<file path="config.mk">
export PLATFORM = sky130hd
export DESIGN_NAME = fsps_sequencer
export DESIGN_NICKNAME = d
export VERILOG_FILES = /design/src/fsps_pkg.sv /design/src/fsps_latch_if.sv /design/src/fsps_sequencer.sv /design/src/fsps_latch_buf.sv
export SDC_FILE = /design/constraint.sdc
export NUM_CORES = 2
export LEC_CHECK = 0
export BUFFER_PORTS_ARGS = -buffer_cell sky130_fd_sc_hd__buf_4
export CELL_PAD_IN_SITES_DETAIL_PLACEMENT = 1
export CELL_PAD_IN_SITES_GLOBAL_PLACEMENT = 2
export CORE_MARGIN = 2
export CORE_UTILIZATION = 50
export DETAILED_ROUTE_END_ITERATION = 8
export PLACE_DENSITY = 0.83
export SLEW_MARGIN = 20
export SYNTH_ARGS = -nofsm -noshare
export SYNTH_HDL_FRONTEND = slang
export SYNTH_SLANG_ARGS = --single-unit
</file>
<file path="constraint.sdc">
create_clock -name clk -period 8.8 [get_ports clk]
set_input_delay 2.2 -clock clk [delete_from_list [all_inputs] [get_ports clk]]
set_output_delay 2.2 -clock clk [all_outputs]
set_load 0.02 [all_outputs]
</file>
<file path="src/fsps_pkg.sv">
package fsps_pkg;

    // ----------------------------------------------------------------
    // Control register fields
    // ----------------------------------------------------------------
    localparam int CTL_START_BIT = 15;
    localparam int CTL_OP_WRITE_ENABLE_BIT = 14;
    localparam int CTL_ERR_BIT = 13;
    localparam int CTL_ERASE_BIT = 6;
    localparam int CTL_OP_LSB = 0;
    localparam int CTL_OP_W = 4;
    localparam logic [15:0] CTL_RESET = 16'h0000;

    // ----------------------------------------------------------------
    // Operation codes and unlock key
    // ----------------------------------------------------------------
    localparam logic [3:0] OP_BULK_ERASE = 4'hF;
    localparam logic [3:0] OP_WORD_PROG = 4'h3;
    localparam logic [3:0] OP_PAGE_ERASE = 4'h2;
    localparam logic [3:0] OP_ROW_PROG = 4'h1;
    localparam logic [7:0] KEY_FIRST = 8'h55;
    localparam logic [7:0] KEY_SECOND = 8'hAA;

    // ----------------------------------------------------------------
    // Register selects on the special-function register port
    // ----------------------------------------------------------------
    localparam logic [1:0] SFR_CTL = 2'h0;
    localparam logic [1:0] SFR_KEY = 2'h1;
    localparam logic [1:0] SFR_PAGE = 2'h2;

    // ----------------------------------------------------------------
    // Geometry and timing
    // ----------------------------------------------------------------
    localparam int ADDR_W = 24;
    localparam int DATA_W = 24;
    localparam int ROW_WORDS = 64;
    localparam int IDX_W = 6;
    localparam int IDX_LSB = 1;
    localparam int ROW_ALIGN_LSB = 7;
    localparam int BLOCK_ALIGN_LSB = 10;
    localparam int CFG_PAGE_BIT = 7;
    localparam int TBL_CYCLES = 2;
    localparam logic [2:0] BE_NONE = 3'h0;
    localparam logic [2:0] BE_LOW_WORD = 3'h3;
    localparam logic [2:0] BE_BYTE0 = 3'h1;
    localparam logic [2:0] BE_BYTE1 = 3'h2;
    localparam logic [2:0] BE_BYTE2 = 3'h4;

    typedef enum logic [1:0] {
        FCMD_WORD_PROG = 2'b00,
        FCMD_PAGE_ERASE = 2'b01,
        FCMD_BULK_ERASE = 2'b10,
        FCMD_NONE = 2'b11
    } fsps_fcmd_t;

endpackage : fsps_pkg

</file>
<file path="src/fsps_latch_if.sv">
`timescale 1ns/10ps
interface fsps_latch_if;
    logic wr_en;
    logic [5:0] wr_idx;
    logic [2:0] wr_be;
    logic [23:0] wr_data;
    logic [5:0] rd_idx;
    logic [23:0] rd_data;
    modport seq (output wr_en, output wr_idx, output wr_be, output wr_data,
                 output rd_idx, input rd_data);
    modport buf_side (input wr_en, input wr_idx, input wr_be, input wr_data,
                      input rd_idx, output rd_data);
endinterface : fsps_latch_if

</file>
<file path="src/fsps_sequencer.sv">
`timescale 1ns/10ps
module fsps_sequencer (
    input wire logic clk,
    input wire logic resetn,
    input wire logic soft_rstn,
    input wire logic serial_prog_mode,
    input wire logic sfr_wr,
    input wire logic sfr_rd,
    input wire logic [1:0] sfr_sel,
    input wire logic [1:0] sfr_be,
    input wire logic [15:0] sfr_wdata,
    output logic [15:0] sfr_rdata,
    input wire logic tbl_req,
    input wire logic tbl_write,
    input wire logic tbl_high,
    input wire logic tbl_byte,
    input wire logic [15:0] tbl_ea,
    input wire logic [15:0] tbl_wdata,
    output logic [15:0] tbl_rdata,
    output logic tbl_done,
    output logic [23:0] fl_raddr,
    input wire logic [23:0] fl_rdata,
    output logic fl_req,
    output fsps_pkg::fsps_fcmd_t fl_cmd,
    output logic [23:0] fl_addr,
    output logic [23:0] fl_wdata,
    input wire logic fl_ack,
    output logic cpu_stall
);
    import fsps_pkg::*;

    typedef enum logic [1:0] {
        ST_IDLE = 2'b00,
        ST_SINGLE = 2'b01,
        ST_ROW = 2'b10
    } fsps_state_t;

    typedef enum logic [1:0] {
        KEY_NONE = 2'b00,
        KEY_HALF = 2'b01,
        KEY_OPEN = 2'b10
    } fsps_key_t;

    // ----------------------------------------------------------------
    // Helpers
    // ----------------------------------------------------------------
    function automatic fsps_fcmd_t decode_op(input logic erase, input logic [3:0] op,
                                             input logic serial);
        fsps_fcmd_t c;
        c = FCMD_NONE;
        case (op)
            OP_WORD_PROG: c = erase ? FCMD_NONE : FCMD_WORD_PROG;
            OP_ROW_PROG: c = erase ? FCMD_NONE : FCMD_WORD_PROG;
            OP_PAGE_ERASE: c = erase ? FCMD_PAGE_ERASE : FCMD_NONE;
            OP_BULK_ERASE: c = (erase && serial) ? FCMD_BULK_ERASE : FCMD_NONE;
            default: c = FCMD_NONE;
        endcase
        return c;
    endfunction : decode_op

    function automatic logic [2:0] lane_mask(input logic high, input logic byte_m,
                                             input logic sel);
        logic [2:0] m;
        m = BE_NONE;
        if (!high) begin
            m = byte_m ? (sel ? BE_BYTE1 : BE_BYTE0) : BE_LOW_WORD;
        end else begin
            m = (byte_m && sel) ? BE_NONE : BE_BYTE2;
        end
        return m;
    endfunction : lane_mask

    // ----------------------------------------------------------------
    // Serial mode pin synchroniser
    // ----------------------------------------------------------------
    logic ser_s1_r;
    logic ser_s2_r;
    logic ser_s3_r;
    logic ser_mode_r;

    always_ff @(posedge clk or negedge resetn) begin
        if (!resetn) begin
            ser_s1_r <= 1'b0;
            ser_s2_r <= 1'b0;
            ser_s3_r <= 1'b0;
            ser_mode_r <= 1'b0;
        end else begin
            ser_s1_r <= serial_prog_mode;
            ser_s2_r <= ser_s1_r;
            ser_s3_r <= ser_s2_r;
            if (ser_s2_r == ser_s3_r) begin
                ser_mode_r <= ser_s3_r;
            end
        end
    end

    // ----------------------------------------------------------------
    // Registers and state
    // ----------------------------------------------------------------
    logic start_r;
    logic op_write_enable_r;
    logic err_r;
    logic erase_r;
    logic [3:0] op_r;
    logic [7:0] page_r;
    fsps_key_t key_r;
    fsps_state_t state_r;
    logic [ADDR_W-1:0] tgt_r;
    logic [ADDR_W-1:0] base_r;
    logic [1:0] tcnt_r;
    logic t_wr_r;
    logic t_high_r;
    logic t_byte_r;
    logic [15:0] t_wdata_r;
    logic [IDX_W-1:0] idx_r;
    logic [IDX_W-1:0] idx_last_r;
    fsps_fcmd_t cmd_r;
    logic tbl_done_r;
    logic [15:0] tbl_rdata_r;
    logic [15:0] sfr_rdata_r;

    logic ctl_wr;
    logic start_try;
    logic key_ok;
    fsps_fcmd_t start_cmd;
    logic tbl_take;
    logic tbl_end;
    logic [15:0] ctl_view;

    fsps_latch_if lat ();

    fsps_latch_buf u_latch (
        .clk(clk),
        .lat(lat)
    );

    assign ctl_wr = sfr_wr && (sfr_sel == SFR_CTL);
    assign start_try = ctl_wr && sfr_be[1] && sfr_wdata[CTL_START_BIT] && !start_r;
    assign key_ok = (key_r == KEY_OPEN) && op_write_enable_r;
    assign start_cmd = decode_op(erase_r, op_r, ser_mode_r);
    assign tbl_take = tbl_req && (tcnt_r == 2'h0) && (state_r == ST_IDLE);
    assign tbl_end = (tcnt_r == 2'(TBL_CYCLES));
    assign cpu_stall = (state_r != ST_IDLE);
    assign ctl_view = {start_r, op_write_enable_r, err_r, 6'h00, erase_r, 2'h0, op_r};

    // ----------------------------------------------------------------
    // Control register, power-on reset only
    // ----------------------------------------------------------------
    always_ff @(posedge clk or negedge resetn) begin
        if (!resetn) begin
            op_write_enable_r <= 1'b0;
            erase_r <= 1'b0;
            op_r <= 4'h0;
        end else if (ctl_wr && !cpu_stall) begin
            if (sfr_be[1]) begin
                op_write_enable_r <= sfr_wdata[CTL_OP_WRITE_ENABLE_BIT];
            end
            if (sfr_be[0]) begin
                erase_r <= sfr_wdata[CTL_ERASE_BIT];
                op_r <= sfr_wdata[CTL_OP_LSB +: CTL_OP_W];
            end
        end
    end

    always_ff @(posedge clk or negedge resetn) begin
        if (!resetn) begin
            start_r <= 1'b0;
        end else if (start_try && key_ok && (start_cmd != FCMD_NONE)) begin
            start_r <= 1'b1;
        end else if (state_r != ST_IDLE && fl_ack &&
                     (state_r == ST_SINGLE || idx_r == idx_last_r)) begin
            start_r <= 1'b0;
        end
    end

    always_ff @(posedge clk or negedge resetn) begin
        if (!resetn) begin
            err_r <= 1'b0;
        end else if (start_try && !key_ok) begin
            err_r <= 1'b1;
        end else if (start_try && start_cmd != FCMD_NONE) begin
            err_r <= 1'b0;
        end
    end

    // ----------------------------------------------------------------
    // Unlock key tracking
    // ----------------------------------------------------------------
    always_ff @(posedge clk or negedge resetn) begin
        if (!resetn) begin
            key_r <= KEY_NONE;
        end else if (!soft_rstn) begin
            key_r <= KEY_NONE;
        end else if (sfr_wr && sfr_sel == SFR_KEY) begin
            if (sfr_wdata[7:0] == KEY_FIRST) begin
                key_r <= KEY_HALF;
            end else if (key_r == KEY_HALF && sfr_wdata[7:0] == KEY_SECOND) begin
                key_r <= KEY_OPEN;
            end else begin
                key_r <= KEY_NONE;
            end
        end else if (sfr_wr || tbl_take) begin
            key_r <= KEY_NONE;
        end
    end

    // ----------------------------------------------------------------
    // Page register and register reads
    // ----------------------------------------------------------------
    always_ff @(posedge clk or negedge resetn) begin
        if (!resetn) begin
            page_r <= 8'h00;
        end else if (sfr_wr && sfr_sel == SFR_PAGE && sfr_be[0]) begin
            page_r <= sfr_wdata[7:0];
        end
    end

    always_ff @(posedge clk or negedge resetn) begin
        if (!resetn) begin
            sfr_rdata_r <= 16'h0000;
        end else if (sfr_rd) begin
            case (sfr_sel)
                SFR_CTL: sfr_rdata_r <= ctl_view;
                SFR_PAGE: sfr_rdata_r <= {8'h00, page_r};
                default: sfr_rdata_r <= 16'h0000;
            endcase
        end
    end

    assign sfr_rdata = sfr_rdata_r;

    // ----------------------------------------------------------------
    // Table access: two-cycle read or latch write
    // ----------------------------------------------------------------
    always_ff @(posedge clk or negedge resetn) begin
        if (!resetn) begin
            tcnt_r <= 2'h0;
            tgt_r <= 24'h000000;
            t_wr_r <= 1'b0;
            t_high_r <= 1'b0;
            t_byte_r <= 1'b0;
            t_wdata_r <= 16'h0000;
        end else if (tbl_take) begin
            tcnt_r <= 2'h1;
            tgt_r <= {page_r, tbl_ea};
            t_wr_r <= tbl_write;
            t_high_r <= tbl_high;
            t_byte_r <= tbl_byte;
            t_wdata_r <= tbl_wdata;
        end else if (tbl_end) begin
            tcnt_r <= 2'h0;
        end else if (tcnt_r != 2'h0) begin
            tcnt_r <= tcnt_r + 2'h1;
        end
    end

    always_ff @(posedge clk or negedge resetn) begin
        if (!resetn) begin
            tbl_done_r <= 1'b0;
            tbl_rdata_r <= 16'h0000;
        end else begin
            tbl_done_r <= tbl_end;
            if (tbl_end && !t_wr_r) begin
                if (!t_high_r) begin
                    tbl_rdata_r <= t_byte_r ? {8'h00, tgt_r[0] ? fl_rdata[15:8] : fl_rdata[7:0]}
                                            : fl_rdata[15:0];
                end else begin
                    tbl_rdata_r <= (t_byte_r && tgt_r[0]) ? 16'h0000
                                                          : {8'h00, fl_rdata[23:16]};
                end
            end
        end
    end

    // Base address follows the latest latch write
    always_ff @(posedge clk or negedge resetn) begin
        if (!resetn) begin
            base_r <= 24'h000000;
        end else if (tbl_end && t_wr_r && !tgt_r[16+CFG_PAGE_BIT]) begin
            base_r <= tgt_r;
        end
    end

    assign tbl_done = tbl_done_r;
    assign tbl_rdata = tbl_rdata_r;
    assign fl_raddr = tgt_r;

    // Latch writes never touch the array; config-space writes dropped
    assign lat.wr_en = tbl_end && t_wr_r && !tgt_r[16+CFG_PAGE_BIT];
    assign lat.wr_idx = tgt_r[IDX_LSB +: IDX_W];
    assign lat.wr_be = lane_mask(t_high_r, t_byte_r, tgt_r[0]);
    assign lat.wr_data = t_high_r ? {t_wdata_r[7:0], 16'h0000}
                                  : {8'h00, t_byte_r ? {2{t_wdata_r[7:0]}} : t_wdata_r};

    // ----------------------------------------------------------------
    // Operation sequencer
    // ----------------------------------------------------------------
    always_ff @(posedge clk or negedge resetn) begin
        if (!resetn) begin
            state_r <= ST_IDLE;
            cmd_r <= FCMD_NONE;
            idx_r <= 6'h00;
            idx_last_r <= 6'h00;
        end else begin
            case (state_r)
                ST_IDLE: begin
                    if (start_try && key_ok && start_cmd != FCMD_NONE) begin
                        cmd_r <= start_cmd;
                        if (op_r == OP_ROW_PROG) begin
                            state_r <= ST_ROW;
                            idx_r <= 6'h00;
                            idx_last_r <= 6'(ROW_WORDS - 1);
                        end else begin
                            state_r <= ST_SINGLE;
                            idx_r <= base_r[IDX_LSB +: IDX_W];
                            idx_last_r <= base_r[IDX_LSB +: IDX_W];
                        end
                    end
                end
                ST_SINGLE: begin
                    if (fl_ack) begin
                        state_r <= ST_IDLE;
                    end
                end
                ST_ROW: begin
                    if (fl_ack) begin
                        if (idx_r == idx_last_r) begin
                            state_r <= ST_IDLE;
                        end else begin
                            idx_r <= idx_r + 6'h01;
                        end
                    end
                end
                default: state_r <= ST_IDLE;
            endcase
        end
    end

    assign lat.rd_idx = idx_r;
    assign fl_req = (state_r != ST_IDLE);
    assign fl_cmd = fl_req ? cmd_r : FCMD_NONE;
    assign fl_wdata = lat.rd_data;

    always_comb begin
        case (cmd_r)
            FCMD_PAGE_ERASE: fl_addr = {base_r[ADDR_W-1:BLOCK_ALIGN_LSB],
                                        {BLOCK_ALIGN_LSB{1'b0}}};
            FCMD_BULK_ERASE: fl_addr = 24'h000000;
            default: fl_addr = {base_r[ADDR_W-1:ROW_ALIGN_LSB], idx_r, 1'b0};
        endcase
    end

endmodule : fsps_sequencer

</file>
<file path="src/fsps_latch_buf.sv">
`timescale 1ns/10ps
module fsps_latch_buf (
    input wire logic clk,
    fsps_latch_if.buf_side lat
);
    import fsps_pkg::*;

    // ----------------------------------------------------------------
    // Row holding latches, no reset: contents start unknown
    // ----------------------------------------------------------------
    logic [DATA_W-1:0] mem_r [ROW_WORDS];

    always_ff @(posedge clk) begin
        if (lat.wr_en) begin
            for (int b = 0; b < 3; b++) begin
                if (lat.wr_be[b]) begin
                    mem_r[lat.wr_idx][b*8 +: 8] <= lat.wr_data[b*8 +: 8];
                end
            end
        end
    end

    assign lat.rd_data = mem_r[lat.rd_idx];

endmodule : fsps_latch_buf

</file>
==> Yosys cells after proc, flatten, opt, wreduce, memory -nomap -nowiden <==
Memories as Yosys holds them, arrays and structs flattened.
Index checks and enable logic that the tools add are counted.
{ "op_classes": {"addsub": 2, "muxes": 50, "eq_ne": 24, "reduce_logical": 45} }
{ "op_table": {"columns": ["cell", "count"], "rows": [
  ["$mux W16", 3],
  ["$pmux W24 S2", 1],
  ["$mux W2", 18],
  ["$pmux W16 S2", 1],
  ["$mux W6", 5],
  ["$mux W24", 1],
  ["$logic_and A1 B1 Y1", 23],
  ["$mux W8", 2],
  ["$mux W1", 14],
  ["$pmux W2 S3", 2],
  ["$pmux W6 S2", 1],
  ["$eq A2 B2 Y1 const B", 5],
  ["$ne A2 B2 Y1 const B", 5],
  ["$reduce_bool A2 Y1", 5],
  ["$eq A2 B1 Y1 const B", 4],
  ["$eq A4 B2 Y1 const B", 2],
  ["$eq A8 B7 Y1 const B", 1],
  ["$eq A8 B8 Y1 const B", 1],
  ["$reduce_and A4 Y1", 2],
  ["$add A6 B1 Y6 const B", 1],
  ["$eq A6 B6 Y1", 1],
  ["$logic_not A2 Y1", 3],
  ["$mux W3", 2],
  ["$reduce_and A2 Y1", 3],
  ["other kinds (10)", 15]
]} }
{ "word_totals": {"memories": 1, "mem_bits_rw": 1536, "output_inout_bits": 109, "register_bits": 140, "in_bits": 87, "elab_cells": 147} }
{ "mem_list": {"columns": ["memory", "words", "word_bits", "read_ports", "rd_ports_with_merged_regs", "wr", "line", "source"], "rows": [
  ["u_latch.mem_r", 64, 24, 1, 0, 1, "fsps_latch_buf.sv:11", "logic [DATA_W-1:0] mem_r [ROW_WORDS];"]
]} }

==> Longest topological paths before layout <==
{ "depth": {"ltp_word": 9, "depth_mapped": 9, "depth_no_buf": 6} }

==> Cells and area by module <==
Synthesis repeated with hierarchy kept, for this count alone.
{ "hier_totals": {"cells_unflattened": 3464, "area_unflattened_um2": 65788.1} }
{ "modules_own_cells": {"columns": ["module", "cells_per_inst", "n_inst", "area_per_inst_um2", "seq_area_each_um2"], "rows": [
  ["fsps_latch_buf", 2825, 1, 59619.7, 46124.2],
  ["fsps_sequencer", 639, 1, 6168.4, 3355.7]
]} }

==> Worst setup path after synthesis <==
OpenSTA, ideal clock, no wires.
{ "synth_timing": {"path_kind": "reg-to-output", "from": "register idx_r[0]", "to": "output port fl_wdata[0]", "setup_slack_ns": 4.481, "path_stages_with_launch": 9, "required_time_ns": 6.600, "arrival_ns": 2.119, "path_buffers": 3, "path_cell_list": "dfrtp_1 -> buf_4 -> buf_8 -> buf_8 -> mux2i_1 -> a221o_1 -> a221oi_1 -> a211oi_1 -> o31ai_1"} }
{ "synth_via": {"elab_chain_cells": 1} }
{ "synth_rtl": {"columns": ["element", "line", "source"], "rows": [
  ["start: declaration", "fsps_sequencer.sv:115", "logic [IDX_W-1:0] idx_r;"],
  ["start signal: assignment", "fsps_sequencer.sv:315", "idx_r <= base_r[IDX_LSB +: IDX_W];"],
  ["start signal: assignment", "fsps_sequencer.sv:330", "idx_r <= idx_r + 6'h01;"],
  ["$mem_v2 Z64 W24", null, null],
  ["end: declaration", "fsps_sequencer.sv:26", "output logic [23:0] fl_wdata,"]
]} }
Every way passes these cells.

==> Worst setup path in the final report <==
{ "layout_timing": {"from": "register idx_r[2]", "to": "output port fl_wdata[7]"} }
Same word-level chain as after synthesis.

==> flow_metrics.env <==
export IMPL_outcome="finished, final reports clean"
export IMPL_routedWlPerCell_um=31.48
export IMPL_tritoncts_num_sinks=1670
export IMPL_r2r_setup_slack_ns=4.93
export IMPL_drt_first_iter_violations=3454
export IMPL_pre_cts_slack_ns=2.547
export IMPL_vdd_ir_drop_worst_mv=0.2150
export IMPL_finalWirelength_um=182200
export IMPL_worst_tran_pin_value_ns=1.197
export IMPL_floorplan_rows=133
export IMPL_die_w_um=367.8
export IMPL_routed_via_count=35990
export IMPL_fillers=11750
export IMPL_timing_critical_path_from_type="flop"
export IMPL_initial_core_utilization=0.5033
export IMPL_overflow=0
export IMPL_grt_antenna_before_repair=6
export IMPL_core_area_um2=131500
export IMPL_hpwl_um=114000
export IMPL_powerDensity_nw_per_um2=326.3
export IMPL_setup_viol=0
export IMPL_grt_first_pass_wirelength_um=265800
export IMPL_reg2regPathDepth=3
export IMPL_endpoint_kind="output port"
export IMPL_grt_max_degree=112
export IMPL_drcViolationCount=0
export IMPL_post_synth_num_cell_types=63
export IMPL_setup_total_negative_slack_ns=0
export IMPL_synth_seq_cells=1670
export IMPL_cp_data_required_time_ns=6.60
export IMPL_grt_usage=0.2706
export IMPL_layout_worst_path_cycle_share=0.8024
export IMPL_worst_slack_ns=1.738
export IMPL_path_clk_slew_ns=0.06
export IMPL_clock_skew_ns=0.02216
export IMPL_finalHoldViolCount=0
export IMPL_final_slew_violations=0
export IMPL_insertion_delay_ns=0.81
export IMPL_io_buffer_count=183
export IMPL_htreeDepth=4
export IMPL_max_slew_margin_rel=0.1993
export IMPL_hp_start="ser_s1_r$_DFF_PN0_"
export IMPL_post_cts_buffers=0
export IMPL_first_pass_iteration_count_of_the_detailed_router=5
export IMPL_synth_yosys_seq_area_share=0.7479
export IMPL_dieArea_um2=135200
export IMPL_min_to="ser_s2_r$_DFF_PN0_"
export IMPL_floorplan_die_height_um=367.8
export IMPL_period_minus_slack_ns=7.062
export IMPL_path_type_of_the_worst_min_delay_path="reg2reg"
export IMPL_tritoncts="built"
export IMPL_post_route_cells_drive_above_1_share=0.1794
export IMPL_grt_setup_unrepaired="false"
export IMPL_cts_buffer_depth=3
export IMPL_worst_ep_arrival_time_ns=4.86
export IMPL_finalNetCount=3993
export IMPL_synth_cell_area_um2=66160
export IMPL_min_delay_path_depth=0
export IMPL_ys_dominant_reg_cell="edfxtp_1"
export IMPL_power_leakage_nw=23.53
export IMPL_multi_input_gate_area_in_the_final_layout_um2=15370
export IMPL_worst_r2r_endpoint="u_latch.mem_r[4][17]$_DFFE_PP_"
export IMPL_cts_made_buffers=167
export IMPL_ys_async_sr_fraction=0.08024
export IMPL_cts_repair_resize_count=0
export IMPL_area_growth_syn_to_layout_pct=12.38
export IMPL_path_max_fanout=35
export IMPL_synth_warnings=0
export IMPL_max_cap_violations=0
export IMPL_source_of_the_worst_register_to_register_timing_path="fl_raddr[3]$_DFFE_PN0P_"
export IMPL_gp_congestion=0.8120
export IMPL_number_of_synthesized_flops_with_an_enable_pin=1536
export IMPL_fmax_mhz=141.6
export IMPL_post_synth_inst_count=3729
export IMPL_quantity_of_hold_fixing_buffers_added_after_cts=0
export IMPL_seq_area_um2=49500
export IMPL_io_pin_count=196
export IMPL_routed_via_density=6.219
export IMPL_cts_root_buffer="clkbuf_16"
export IMPL_antenna_violating_nets_post_route=0
export IMPL_first_global_vias=38290
export IMPL_worstSetupPathType="reg2out"
export IMPL_syn_mean_instance_area_um2=17.74
-- layout by cell type (no fill, tap or decap), drive strengths merged, types with 4 or more instances in the layout --
cell type	n
nand3	18
a211oi	49
nand4b	5
xnor2	6
mux4	154
and3b	5
a2111oi	21
dfrtp	132
o22ai	58
mux2i	475
a22o	4
edfxtp	1536
o21ai	76
nand2b	5
clkinv	46
nor2	226
conb	6
o221ai	48
nor3	8
bufinv	11
nand4	4
a21oi	51
inv	28
a221o	63
o31ai	21
a221oi	94
nand2	248
nor2b	30
mux2	37
nand3b	5
a31oi	14
nor3b	7
buf	256
and2	22
clkbuf	228
-- flip-flops by register name, summed over array words and instances (netlist names), 2 cells and up --
register,cells
tcnt_r,2
op_r,4
cmd_r,2
key_r,2
page_r,8
fl_raddr,24
u_latch.mem_r,1536
t_wdata_r,16
state_r,2
sfr_rdata,11
idx_last_r,6
idx_r,6
base_r,23
tbl_rdata,16
-- cell usage after synthesis (14+ instances only) --
master | n | area [um^2]
a211oi_1 | 49 | 367.9
nand2_1 | 248 | 930.9
buf_4 | 35 | 262.8
edfxtp_1 | 1536 | 46120
a21oi_1 | 49 | 245.2
buf_1 | 18 | 67.56
a221oi_1 | 94 | 823.3
o221ai_1 | 48 | 420.4
nor2b_1 | 30 | 187.7
a221o_1 | 63 | 630.6
a2111oi_0 | 20 | 175.2
dfrtp_1 | 132 | 3303
buf_2 | 38 | 190.2
mux2_2 | 37 | 416.7
mux2i_1 | 475 | 4755
and2_1 | 22 | 137.6
buf_6 | 22 | 247.7
a31oi_1 | 14 | 87.58
clkbuf_1 | 128 | 480.5
o31ai_1 | 21 | 157.7
o21ai_0 | 41 | 205.2
inv_1 | 20 | 75.07
o22ai_1 | 58 | 362.9
nand3_1 | 18 | 90.09
buf_8 | 14 | 210.2
mux4_2 | 154 | 3468
nor2_1 | 226 | 848.3
o21ai_1 | 34 | 170.2
-- stage by stage --
| stage | utilization | total power (W) | instance area (um^2) | hold WS, ns | instances |
|---|---|---|---|---|---|
| floorplan | - | 0.01432 | 66180 | 0.3312 | 3734 |
| global placement | 0.5257 | 0.01722 | 69120 | 0.3384 | 5488 |
| detailed placement | 0.5261 | 0.01749 | 69160 | 0.3365 | 5490 |
| CTS | 0.5654 | 0.02432 | 74320 | 0.3499 | 5785 |
| global route | 0.5655 | 0.02501 | 74340 | 0.3637 | 5785 |
| finish | 0.5655 | 0.02426 | 74350 | 0.3466 | 5787 |
-- how the worst max path moves through the flow --
stage | start | end | slack (ns) | cells past startpoint
after floorplan | idx_r[0]$_DFFE_PN0P_ | fl_wdata[0] | 4.48 | 8
after global placement | idx_r[1]$_DFFE_PN0P_ | fl_wdata[8] | 2.52 | 8
after detailed placement | idx_r[2]$_DFFE_PN0P_ | fl_wdata[1] | 2.55 | 8
after CTS | idx_r[2]$_DFFE_PN0P_ | fl_wdata[1] | 1.67 | 8
after global routing | idx_r[2]$_DFFE_PN0P_ | fl_wdata[1] | 1.67 | 8
final | idx_r[2]$_DFFE_PN0P_ | fl_wdata[7] | 1.74 | 8
-- where the power goes --
part / switching [W] / internal (W)
combinational: 0.00484 / 0.00213
sequential: 0.000474 / 0.00995
clock: 0.00296 / 0.00390
-- worst max-delay path, cell delays in order (launching register included) --
cell and delay [ns]:
dfrtp_4 0.83, buf_4 0.43, nor2_4 0.22, buf_4 0.38, a221o_1 0.41, a221oi_1 0.41, a211oi_1 0.18, o31ai_1 0.85
buf_4 0.28
-- cell type report --
cell class	count	area share
clock inverters	67	0.008751
clock buffers	228	0.06069
flip-flops and latches	1670	0.6658
well taps	1755	0.02954
repair buffers	256	0.02741
diodes	2	0.00006732
inverters	21	0.001060
multi-input cells	1788	0.2067
-- cells by family (layout without fill, tap and decap cells) --
group,count (synthesis),in the layout,synth area share
AOI/OAI and AO/OA,512,512,0.05808
muxes,666,666,0.1306
DFF,1670,1670,0.7479
adders and majority gates,3,3,0.0005295
xor gates and xnor gates,6,6,0.0007943
other,1,8,0.00005668
buffers and inverters,276,572,0.02324
and+or+nand+nor,595,595,0.03883
-- per-layer routing --
metal  track usage  part of all wire  vias up
met4        0.1026             0.037        4
met5             0           0.00013        -
met2        0.4309              0.48     1516
met1        0.3596              0.40    18900
li1              -                 -    15220
met3       0.07049             0.084      349
Power figures use the tool's default switching activity.
